==> config.mk <==
export PLATFORM = sky130hd
export DESIGN_NAME = aocr_regbank
export DESIGN_NICKNAME = d
export VERILOG_FILES = /design/src/aocr_prbs.v /design/src/aocr_regbank.v
export VERILOG_INCLUDE_DIRS = /design/src
export SDC_FILE = /design/constraint.sdc
export NUM_CORES = 1
export LEC_CHECK = 0
export BUFFER_PORTS_ARGS = -buffer_cell sky130_fd_sc_hd__clkbuf_2
export CAP_MARGIN = 25
export CORE_MARGIN = 2
export CORE_UTILIZATION = 53
export CTS_BUF_LIST = sky130_fd_sc_hd__clkbuf_16
export DETAILED_ROUTE_END_ITERATION = 12
export MAX_ROUTING_LAYER = met4
export PLACE_DENSITY = 0.82
export SYNTH_ARGS = -nofsm -noshare
export SYNTH_HDL_FRONTEND = slang
export SYNTH_HIERARCHICAL = 1
export SYNTH_SLANG_ARGS = --single-unit
==> constraint.sdc <==
create_clock -name i_core_clk -period 3 [get_ports i_core_clk]
set_input_delay 0 -clock i_core_clk [delete_from_list [all_inputs] [get_ports i_core_clk]]
set_output_delay 0 -clock i_core_clk [all_outputs]
set_load 0.05 [all_outputs]
==> src/aocr_defines.vh <==
/*
 * constants for the converter output configuration register bank:
 * register addresses, reset values, field positions and encodings.
 * assumes it is included by its bare name from the design files.
 */
`ifndef AOCR_DEFINES_VH
`define AOCR_DEFINES_VH

// ****************************************************************
// register addresses
// ****************************************************************
`define AOCR_ADDR_TEST 8'h0D
`define AOCR_ADDR_OFFSET 8'h10
`define AOCR_ADDR_OUTCFG 8'h14
`define AOCR_ADDR_PHASE 8'h16
`define AOCR_ADDR_REF 8'h18
`define AOCR_ADDR_UPDATE 8'hFF

// ****************************************************************
// reset values
// ****************************************************************
`define AOCR_RST_TEST 8'h00
`define AOCR_RST_OFFSET 8'h00
`define AOCR_RST_OUTCFG 8'h00
`define AOCR_RST_PHASE 8'h00
`define AOCR_RST_REF 8'hC0

// ****************************************************************
// field positions
// ****************************************************************
`define AOCR_TEST_MODE_MSB 2
`define AOCR_TEST_MODE_LSB 0
`define AOCR_TEST_SHORT_RST 4
`define AOCR_TEST_LONG_RST 5
`define AOCR_OFFSET_MSB 5
`define AOCR_OUT_FMT_MSB 1
`define AOCR_OUT_FMT_LSB 0
`define AOCR_OUT_INVERT 2
`define AOCR_OUT_DISABLE 4
`define AOCR_OUT_DRV_MSB 7
`define AOCR_OUT_DRV_LSB 6
`define AOCR_PHASE_INV 7
`define AOCR_REF_MSB 7
`define AOCR_REF_LSB 6
`define AOCR_UPDATE_XFER 0

// ****************************************************************
// encodings
// ****************************************************************
`define AOCR_FMT_OFFBIN 2'h0
`define AOCR_FMT_TWOS 2'h1
`define AOCR_FMT_GRAY 2'h2
`define AOCR_TP_OFF 3'h0
`define AOCR_TP_MID 3'h1
`define AOCR_TP_PFS 3'h2
`define AOCR_TP_NFS 3'h3
`define AOCR_TP_CHECK 3'h4
`define AOCR_TP_LONG 3'h5
`define AOCR_TP_SHORT 3'h6

// ****************************************************************
// pseudo-random generator seeds (all ones)
// ****************************************************************
`define AOCR_LONG_SEED 23'h7FFFFF
`define AOCR_SHORT_SEED 9'h1FF

`endif

==> src/aocr_prbs.v <==
/*
 * free-running fibonacci pseudo-random generator used for test patterns.
 * assumes a single core clock; held at its seed while hold is high.
 */
`timescale 1ns/1ps

module aocr_prbs #(
  parameter WIDTH = 23,
  parameter TAP = 18,
  parameter [WIDTH-1:0] SEED = {WIDTH{1'b1}}
) (
  input wire i_core_clk,
  input wire i_reset,
  input wire i_hold,
  output wire [WIDTH-1:0] o_state
);

  reg [WIDTH-1:0] lfsr_reg;
  wire feedback;

  // polynomial x^WIDTH + x^TAP + 1
  assign feedback = lfsr_reg[WIDTH-1] ^ lfsr_reg[TAP-1];

  // shift each cycle unless held; the hold keeps the sequence restartable
  always @(posedge i_core_clk) begin
    if (i_reset || i_hold) begin
      lfsr_reg <= SEED;
    end else begin
      lfsr_reg <= {lfsr_reg[WIDTH-2:0], feedback};
    end
  end

  assign o_state = lfsr_reg;

endmodule // aocr_prbs

==> src/aocr_regbank.v <==
/*
 * output configuration register bank of a pipelined converter and the
 * output path it steers: offset trim, test patterns, format, invert,
 * disable and clock polarity. staged registers are written by the serial
 * port engine; settings move to the active copies on the transfer bit.
 * assumes the serial port engine delivers decoded one-cycle write and read
 * strobes on i_core_clk, and that converter samples arrive on that clock.
 */
`timescale 1ns/1ps
`include "aocr_defines.vh"

// Function
// - offset trim adds a signed 6-bit value, -32 to +31, to each sample.
// - output-disable bit 1 turns the data outputs off; 0 drives them while the synchronised enable pin is high.
// - invert bit 1 drives the inverse of every output data bit.
// - format field: 00 offset binary, 01 twos complement, 10 gray.
// - clock polarity bit 1 inverts the data output clock.
// - staged writes take effect only after the transfer bit is set.

module aocr_regbank #(
  parameter DATA_W = 14
) (
  input wire i_core_clk,
  input wire i_reset,
  input wire i_wr_stb,
  input wire i_rd_stb,
  input wire [7:0] i_addr,
  input wire [7:0] i_wdata,
  output reg [7:0] o_rdata,
  output reg o_rvalid,
  input wire [DATA_W-1:0] i_sample,
  input wire i_output_enable_pin_n,
  output reg [DATA_W-1:0] o_data,
  output reg o_data_oe,
  output reg o_clk_invert,
  output reg [1:0] o_drive_cfg,
  output reg [1:0] o_ref_divider
);

  // ****************************************************************
  // staged and active registers
  // ****************************************************************
  reg [7:0] test_stage_reg;
  reg [7:0] offset_stage_reg;
  reg [7:0] outcfg_stage_reg;
  reg [7:0] phase_stage_reg;
  reg [7:0] ref_stage_reg;
  reg [7:0] test_act_reg;
  reg [7:0] offset_act_reg;
  reg [7:0] outcfg_act_reg;
  reg [7:0] phase_act_reg;
  reg [7:0] ref_act_reg;
  reg oe_pin_meta_reg;
  reg oe_pin_sync_reg;
  reg [DATA_W-1:0] data_next;
  reg [DATA_W-1:0] coded;
  reg [DATA_W-1:0] pattern;
  reg signed [DATA_W+1:0] trimmed;
  reg [DATA_W-1:0] clamped;
  wire xfer;
  wire [22:0] long_state;
  wire [8:0] short_state;
  wire [2:0] tp_mode;
  wire [1:0] fmt;

  localparam signed [DATA_W+1:0] MAX_CODE = {2'b00, {DATA_W{1'b1}}};

  assign xfer = i_wr_stb && (i_addr == `AOCR_ADDR_UPDATE) && i_wdata[`AOCR_UPDATE_XFER];
  assign tp_mode = test_act_reg[`AOCR_TEST_MODE_MSB:`AOCR_TEST_MODE_LSB];
  assign fmt = outcfg_act_reg[`AOCR_OUT_FMT_MSB:`AOCR_OUT_FMT_LSB];

  // ****************************************************************
  // register writes and transfer
  // ****************************************************************
  // host writes land in the staged copy only
  always @(posedge i_core_clk) begin
    if (i_reset) begin
      test_stage_reg <= `AOCR_RST_TEST;
      offset_stage_reg <= `AOCR_RST_OFFSET;
      outcfg_stage_reg <= `AOCR_RST_OUTCFG;
      phase_stage_reg <= `AOCR_RST_PHASE;
      ref_stage_reg <= `AOCR_RST_REF;
    end else if (i_wr_stb) begin
      case (i_addr)
        `AOCR_ADDR_TEST: test_stage_reg <= i_wdata;
        `AOCR_ADDR_OFFSET: offset_stage_reg <= i_wdata;
        `AOCR_ADDR_OUTCFG: outcfg_stage_reg <= i_wdata;
        `AOCR_ADDR_PHASE: phase_stage_reg <= i_wdata;
        `AOCR_ADDR_REF: ref_stage_reg <= i_wdata;
        default: ;
      endcase
    end
  end

  // transfer copies all staged values at once so the core never sees a mix
  always @(posedge i_core_clk) begin
    if (i_reset) begin
      test_act_reg <= `AOCR_RST_TEST;
      offset_act_reg <= `AOCR_RST_OFFSET;
      outcfg_act_reg <= `AOCR_RST_OUTCFG;
      phase_act_reg <= `AOCR_RST_PHASE;
      ref_act_reg <= `AOCR_RST_REF;
    end else if (xfer) begin
      test_act_reg <= test_stage_reg;
      offset_act_reg <= offset_stage_reg;
      outcfg_act_reg <= outcfg_stage_reg;
      phase_act_reg <= phase_stage_reg;
      ref_act_reg <= ref_stage_reg;
    end
  end

  // ****************************************************************
  // register reads
  // ****************************************************************
  // reads return the staged copy; transfer bit self-clears and reads 0
  always @(posedge i_core_clk) begin
    if (i_reset) begin
      o_rdata <= 8'h00;
      o_rvalid <= 1'b0;
    end else begin
      o_rvalid <= i_rd_stb;
      if (i_rd_stb) begin
        case (i_addr)
          `AOCR_ADDR_TEST: o_rdata <= test_stage_reg;
          `AOCR_ADDR_OFFSET: o_rdata <= offset_stage_reg;
          `AOCR_ADDR_OUTCFG: o_rdata <= outcfg_stage_reg;
          `AOCR_ADDR_PHASE: o_rdata <= phase_stage_reg;
          `AOCR_ADDR_REF: o_rdata <= ref_stage_reg;
          default: o_rdata <= 8'h00;
        endcase
      end
    end
  end

  // ****************************************************************
  // pin synchroniser
  // ****************************************************************
  always @(posedge i_core_clk) begin
    if (i_reset) begin
      oe_pin_meta_reg <= 1'b1;
      oe_pin_sync_reg <= 1'b1;
    end else begin
      oe_pin_meta_reg <= i_output_enable_pin_n;
      oe_pin_sync_reg <= oe_pin_meta_reg;
    end
  end

  // ****************************************************************
  // pseudo-random pattern sources
  // ****************************************************************
  aocr_prbs #(
    .WIDTH(23),
    .TAP(18),
    .SEED(`AOCR_LONG_SEED)
  ) u_long_prbs (
    .i_core_clk(i_core_clk),
    .i_reset(i_reset),
    .i_hold(test_act_reg[`AOCR_TEST_LONG_RST]),
    .o_state(long_state)
  );

  aocr_prbs #(
    .WIDTH(9),
    .TAP(5),
    .SEED(`AOCR_SHORT_SEED)
  ) u_short_prbs (
    .i_core_clk(i_core_clk),
    .i_reset(i_reset),
    .i_hold(test_act_reg[`AOCR_TEST_SHORT_RST]),
    .o_state(short_state)
  );

  // ****************************************************************
  // output data path
  // ****************************************************************
  // trim saturates at the code range instead of wrapping, so a large
  // offset never folds full scale into the opposite rail
  always @* begin
    trimmed = $signed({2'b00, i_sample}) +
      $signed({{(DATA_W-4){offset_act_reg[`AOCR_OFFSET_MSB]}},
      offset_act_reg[`AOCR_OFFSET_MSB:0]});
    if (trimmed < 0) begin
      clamped = {DATA_W{1'b0}};
    end else if (trimmed > MAX_CODE) begin
      clamped = {DATA_W{1'b1}};
    end else begin
      clamped = trimmed[DATA_W-1:0];
    end
  end

  // test patterns are offset-binary codes, formatted like real samples
  always @* begin
    case (tp_mode)
      `AOCR_TP_OFF: pattern = clamped;
      `AOCR_TP_MID: pattern = {1'b1, {(DATA_W-1){1'b0}}};
      `AOCR_TP_PFS: pattern = {DATA_W{1'b1}};
      `AOCR_TP_NFS: pattern = {DATA_W{1'b0}};
      `AOCR_TP_CHECK: pattern = {(DATA_W/2){2'b10}};
      `AOCR_TP_LONG: pattern = long_state[DATA_W-1:0];
      `AOCR_TP_SHORT: pattern = {{(DATA_W-9){1'b0}}, short_state};
      default: pattern = clamped;
    endcase
  end

  // format, then optional inversion
  always @* begin
    case (fmt)
      `AOCR_FMT_TWOS: coded = {~pattern[DATA_W-1], pattern[DATA_W-2:0]};
      `AOCR_FMT_GRAY: coded = pattern ^ (pattern >> 1);
      default: coded = pattern;
    endcase
    if (outcfg_act_reg[`AOCR_OUT_INVERT]) begin
      data_next = ~coded;
    end else begin
      data_next = coded;
    end
  end

  // registered outputs; data keeps moving while disabled, only the enable drops
  always @(posedge i_core_clk) begin
    if (i_reset) begin
      o_data <= {DATA_W{1'b0}};
      o_data_oe <= 1'b0;
      o_clk_invert <= 1'b0;
      o_drive_cfg <= 2'b00;
      o_ref_divider <= 2'b11;
    end else begin
      o_data_oe <= ~outcfg_act_reg[`AOCR_OUT_DISABLE] && oe_pin_sync_reg;
      o_data <= data_next;
      o_clk_invert <= phase_act_reg[`AOCR_PHASE_INV];
      o_drive_cfg <= outcfg_act_reg[`AOCR_OUT_DRV_MSB:`AOCR_OUT_DRV_LSB];
      o_ref_divider <= ref_act_reg[`AOCR_REF_MSB:`AOCR_REF_LSB];
    end
  end

endmodule // aocr_regbank

# [Yosys cells after proc, flatten, opt, wreduce, memory -nomap -nowiden]
# Index checks and enable logic that the tools add are counted.
[totals] reg_bits=139 in_bits=35 out_inout_bits=29 wordCells=60
[classes] add_sub_neg=1 magnitude_cmp=2 eq_ne=14 mux=6 n_bitwise=6 n_reduce_logical=10
[ops] operator="$pmux 14 s6" n=1
[ops] operator="$mux 14" n=3
[ops] operator="$pmux 8 s5" n=1
[ops] operator="$eq 8x5->1 const B" n=4
[ops] operator="$pmux 14 s2" n=1
[ops] operator="$add 15x6->16" n=1
[ops] operator="$gt 16x15->1 const B" n=1
[ops] operator="$lt 16x1->1 const B" n=1
[ops] operator="$not 14->14" n=1
[ops] operator="$xor 14x13->14" n=1
[ops] operator="$reduce_and 2->1" n=5
[ops] operator="$eq 3x3->1 const B" n=3
[ops] operator="$eq 8x4->1 const B" n=1
[ops] operator="$eq 8x8->1 const B" n=1
[ops] operator="$eq 3x2->1 const B" n=2
[ops] operator="$eq 3x1->1 const B" n=1
[ops] operator="$logic_and 1x1->1" n=3
[ops] operator="$eq 2x1->1 const B" n=1
[ops] operator="$eq 2x2->1 const B" n=1
[ops] operator="$logic_or 1x1->1" n=2
[ops] operator="$not 1->1" n=2
[ops] operator="$xor 1x1->1" n=2

# [Depth between registers and ports, before layout]
[logic_depth] ltp_word=9 ltp_mapped=13 mapped_depth_nobuf=13

# [Modules after synthesis]
# The synthesis kept the hierarchy.
[by_module_without_submodules] mod="aocr_regbank" n_inst=1 cells_each=626 area_each_um2=5127.4 seq_area_each_um2=1821.7
[by_module_without_submodules] mod="aocr_prbs (u_long_prbs)" n_inst=1 cells_each=51 area_each_um2=645.6 seq_area_each_um2=460.4
[by_module_without_submodules] mod="aocr_prbs (u_short_prbs)" n_inst=1 cells_each=19 area_each_um2=245.2 seq_area_each_um2=180.2

# [Worst setup path after synthesis]
# OpenSTA, ideal clock, no wires.
[synth_timing] path_type="reg-to-reg" startpoint="register offset_act_reg[5]" endpoint="register o_data[4]" setup_time_ps=72 arrival_ps=3165 t_required_ps=2928 slack_ps=-237 path_stages_with_launch=13 n_path_buf=1 synth_period_minus_slack_ps=3237 path_cell_list="dfxtp_1 ha_1 o21ai_2 or2b_1 and3_1 or3_1 buf_6 o221ai_4 nor2_1 nor2_1 mux2_2 a22oi_2 mux2i_1"
[synth_via] elab_chain_cells=9 word_cells_on_any_way=10 cone_classes="add/sub: 1; order compare: 2; mux: 5; bitwise: 2"
[synth_rtl] element="start, declared" line_no="aocr_regbank.v:49" rtl="reg [7:0] offset_act_reg;"
[synth_rtl] element="start signal, assigned" line_no="aocr_regbank.v:99" rtl="offset_act_reg <= `AOCR_RST_OFFSET;"
[synth_rtl] element="start signal, assigned" line_no="aocr_regbank.v:105" rtl="offset_act_reg <= offset_stage_reg;"
[synth_rtl] element="$add 15x6->16 *" line_no="aocr_regbank.v:179" rtl="trimmed = $signed({2'b00, i_sample}) +"
[synth_rtl] element="$gt 16x15->1" line_no="aocr_regbank.v:184" rtl="end else if (trimmed > MAX_CODE) begin"
[synth_rtl] element="$mux 14" line_no="aocr_regbank.v:184"
[synth_rtl] element="$mux 14 *" line_no="aocr_regbank.v:182" rtl="if (trimmed < 0) begin"
[synth_rtl] element="$pmux 14 s6 *" line_no="aocr_regbank.v:193" rtl="case (tp_mode)"
[synth_rtl] element="$xor 14x13->14" line_no="aocr_regbank.v:209" rtl="`AOCR_FMT_GRAY: coded = pattern ^ (pattern >> 1);"
[synth_rtl] element="$pmux 14 s2 *" line_no="aocr_regbank.v:207" rtl="case (fmt)"
[synth_rtl] element="$not 14->14" line_no="aocr_regbank.v:213" rtl="data_next = ~coded;"
[synth_rtl] element="$mux 14 *" line_no="aocr_regbank.v:212" rtl="if (outcfg_act_reg[`AOCR_OUT_INVERT]) begin"
[synth_rtl] element="end signal, assigned" line_no="aocr_regbank.v:222" rtl="o_data <= {DATA_W{1'b0}};"
[synth_rtl] element="end signal, assigned" line_no="aocr_regbank.v:229" rtl="o_data <= data_next;"
[synth_rtl] element="end, declared" line_no="aocr_regbank.v:33" rtl="output reg [DATA_W-1:0] o_data,"
# Every way passes the cells marked *; elsewhere a longest branch is shown, timed or not.
# A chain may end at the register's enable or synchronous reset.

# [Worst setup path after layout]
[layout_timing] startpoint="register offset_act_reg[0]" endpoint="register o_data[4]"
# The elaborated chain is that of the path after synthesis.

==> results.rst <==
.. list-table::
   :header-rows: 1

   * - Metric
     - Value
   * - Number of clock buffers inserted by TritonCTS
     - 17
   * - Warnings from Yosys
     - 6
   * - Pwr Density
     - 532 mW/mm^2
   * - Number of flip-flops in the largest register
     - 23
   * - #FFs+latches synth
     - 123
   * - NumNets Final
     - ~850
   * - Setup violations, final
     - 14
   * - Number of placed cells counting well taps
     - 889
   * - Leading area contributor after synthesis
     - dfxtp_1
   * - Outcome
     - complete, but fails checks
   * - CP Capture Type
     - register
   * - Maximum Capacitance Violations
     - 0
   * - Largest net degree at the start of global routing
     - 41
   * - Worst R2R Path Depth
     - 15
   * - Post-layout minimum cycle time
     - roughly 3.2 ns
   * - Number of enable flip-flop cells after synthesis
     - 0
   * - Unrepaired setup endpoints after global routing
     - true
   * - Clock root buffer
     - clkbuf_16
   * - Count of non-filler cells in the finished layout
     - 945
   * - Net Sw Frac
     - 0.238
   * - Drt total wl
     - 16500 um
   * - Clock Latency Late Sink
     - about 0.42 ns
   * - Count of filler cells inserted in the layout
     - 816
   * - Highest cell delay on the worst timing path
     - 0.37 ns
   * - Min-delay worst type
     - input pin to register
   * - Seq pwr share
     - 0.411
   * - First-pass detailed-route iteration total
     - 5
   * - Initial Utilization
     - 0.548
   * - Ordered list of cells on the worst path
     - ha_4 -> inv_2 -> fa_2 -> and2b_4 -> o211ai_1 -> buf_4 -> a31oi_4 -> buf_6 -> a211o_4 -> o221ai_4 -> o221a_4 -> nor2_2 -> mux2_4 -> a22oi_2 -> mux2i_1
   * - Most used DFF post-synth
     - dfxtp_1
   * - Diode count
     - 0
   * - H-tree depth reported by CTS
     - 4
   * - Share of power burned in the clock network
     - 0.509
   * - Final Slew Violations
     - 0
   * - Top cell type's share of synthesized area
     - 0.409
   * - Worst reg2reg setup slack
     - -0.19 ns
   * - Count of nets left with antenna violations after detail routing
     - 0
   * - Number of remaining DRC errors
     - 0
   * - Number of core rows
     - 38
   * - Hold Path End
     - o_rdata[7]
   * - Hold Path Origin
     - i_rd_stb
   * - Vias in the first global route
     - 5426
   * - Class of the most critical setup path
     - register to register
   * - Peak fanout along the critical path
     - 6
   * - Post-synthesis to final-layout area growth
     - 26.8%
   * - Setup TNS
     - -1.45 ns
   * - Average wire per cell in the routed design
     - 17.5 um
   * - Top-level port count
     - 64
   * - Count of unique library cells instantiated by Yosys
     - 69
   * - Post-route worst setup slack
     - -0.191 ns
   * - Total via count in the routed design
     - around 5600
   * - Slowest cell on crit path
     - a211o_4
   * - Synth top area cells
     - dfxtp_1 (41%), mux2i_1 (7.5%), nand2_1 (5.8%)
   * - VDD IR max
     - 0.360 mV
   * - Top cells by count, synth
     - dfxtp_1 (123), nand2_1 (93), nor2_1 (58)
   * - Part of the Yosys area used for sequential elements
     - 0.409
   * - Cells after synthesis
     - ~700
   * - Slew HR
     - 0.481
   * - Worst r2r dst
     - o_data[4]
   * - Wire length of the first global-routing pass
     - 26500 um
   * - Most used standard cell by instance count after synthesis
     - dfxtp_1
   * - Detailed router's first-iteration violation count
     - 409
   * - Clock Skew
     - 0.00879 ns
   * - Core region area
     - 0.0110 mm^2
   * - Vias/cell
     - around 5.9
   * - Synth Net Count
     - approximately 750
   * - Share of synthesized flip-flops with an asynchronous set or reset
     - 0
   * - DP Wirelength
     - about 11000 um
   * - Static Leak
     - between 0.003 and 0.004 uW
   * - Startpoint of the most critical register-to-register path
     - offset_act_reg[0]
   * - Combinational group share of total power
     - 0.080
   * - Initial antenna violation count
     - 0
   * - Number of endpoints with negative hold slack in the final report
     - 0
   * - Worst hold stages
     - 2
   * - Die Width
     - 111 um
   * - Failing checks
     - setup timing
   * - GRT Resource Usage Total
     - 0.273
   * - Overflow after GRT
     - 0
   * - Post-synthesis average cell area
     - 8.65 um^2
   * - Clock Sink Count
     - 123
   * - Synthesized cell area
     - 0.00602 mm^2
   * - Achievable clock frequency
     - 0.313 GHz
   * - Routability congestion estimate from global placement
     - just under 0.9
   * - Internal power
     - 3090 uW
   * - Clock slew seen by the registers of the worst setup and hold paths
     - ~0.060 ns
   * - Power spent charging and discharging nets
     - 967 uW
   * - Pre-CTS WS
     - -0.280 ns
   * - CP startpoint kind
     - register
   * - CTS tree
     - done
   * - Total Die Area
     - 0.0122 mm^2
   * - Clock Path Buffers
     - 2
   * - Y dimension of the die
     - roughly 110 um
   * - Slew at the pin closest to its max-slew limit
     - 0.778 ns
   * - Worst endpoint required time
     - 3.33 ns
   * - Fraction of final layout cells sized beyond drive strength 1
     - 0.263
   * - Portion of the clock cycle consumed by the worst path in the final layout
     - 1.06
   * - Endpoint arrival time on the critical path
     - 3.52 ns
   * - Count of buffers from port buffering
     - 63
worst max-delay path: cells and delay by family (launching register included):
family / cells / cell delay [ns]
muxes: 2 / 0.49
adders and majority gates: 2 / 0.34
and+or+nand+nor: 2 / 0.22
AOI/OAI and AO/OA: 6 / 1.37
buffers and inverters: 3 / 0.36
DFF: 1 / 0.33
cells by family (layout without fill, tap and decap cells):
logic type | Yosys count | count (layout) | synth area share
AOI/OAI and AO/OA | 158 | 159 | 0.183
xor gates and xnor gates | 13 | 13 | 0.0189
adders and majority gates | 18 | 18 | 0.0387
buffers and inverters | 60 | 168 | 0.0428
DFF | 123 | 123 | 0.409
muxes | 50 | 50 | 0.0854
and+or+nand+nor | 274 | 274 | 0.222
layer usage:
| metal | part of all wire | GRT usage |
|---|---|---|
| met5 | 0 | - |
| met4 | 0.038 | 0.115 |
| met3 | 0.045 | 0.0560 |
| met2 | 0.50 | 0.470 |
| met1 | 0.42 | 0.310 |
per-stage QoR:
step / power, uW / util / area [um^2] / hold slack [ns]
final: 4060 / 0.695 / 7630 / 0.0468
after global routing: 4170 / 0.695 / 7630 / 0.0634
after detailed placement: 1990 / 0.604 / 6630 / 0.192
after global placement: 1980 / 0.604 / 6630 / 0.182
after floorplan: 1890 / - / 6040 / 0.0988
after CTS: 4040 / 0.681 / 7480 / 0.0318
worst max-delay path by stage:
stage | from | endpoint
2_1_floorplan | offset_act_reg[0] | o_data[10]
3_3_place_gp | offset_act_reg[0] | o_data[10]
3_5_place_dp | offset_act_reg[0] | o_data[11]
4_1_cts | offset_act_reg[0] | o_data[7]
5_1_grt | offset_act_reg[0] | o_data[3]
6_report | offset_act_reg[0] | o_data[4]
cell usage in the layout, fill, tap and decap left out, types with 9 or more instances in the layout:
cell	n
a311oi_1	9
nor2b_1	9
a21oi_1	51
nor2_1	55
clkbuf_2	63
inv_1	9
nand3_1	28
ha_1	14
or3_1	33
mux2i_1	45
clkbuf_16	17
dfxtp_1	121
dlygate4sd3_1	9
nand2_1	93
o21ai_0	24
buf_4	48
cell type report:
cell class	instances	area (um^2)	share of cell area
Tap cell	140	175	0.0230
Timing Repair Buffer	127	845	0.111
Sequential cell	123	2470	0.323
Clock inverter	15	175	0.0230
Inverter	9	33.8	0.00443
Multi-Input combinational cell	514	3510	0.460
Clock buffer	17	425	0.0557
repair_timing:
action,in CTS,in global routing
endpoints found under the hold margin,39,0
buffers inserted,7,9
resized for setup,23,20
pin swaps,18,16
gates cloned,1,0
hold buffers,9,0
endpoints found under the setup margin,14,14
power groups by stage:
stage | clock, uW | sequential, uW | combinational (uW)
finish | 2060 | 1670 | 324
global route | 2160 | 1670 | 344
CTS | 2060 | 1670 | 309
detailed placement | 0 | 1700 | 288
global placement | 0 | 1700 | 282
floorplan | 0 | 1760 | 131
Note: power is estimated with default switching activity, not from simulation.
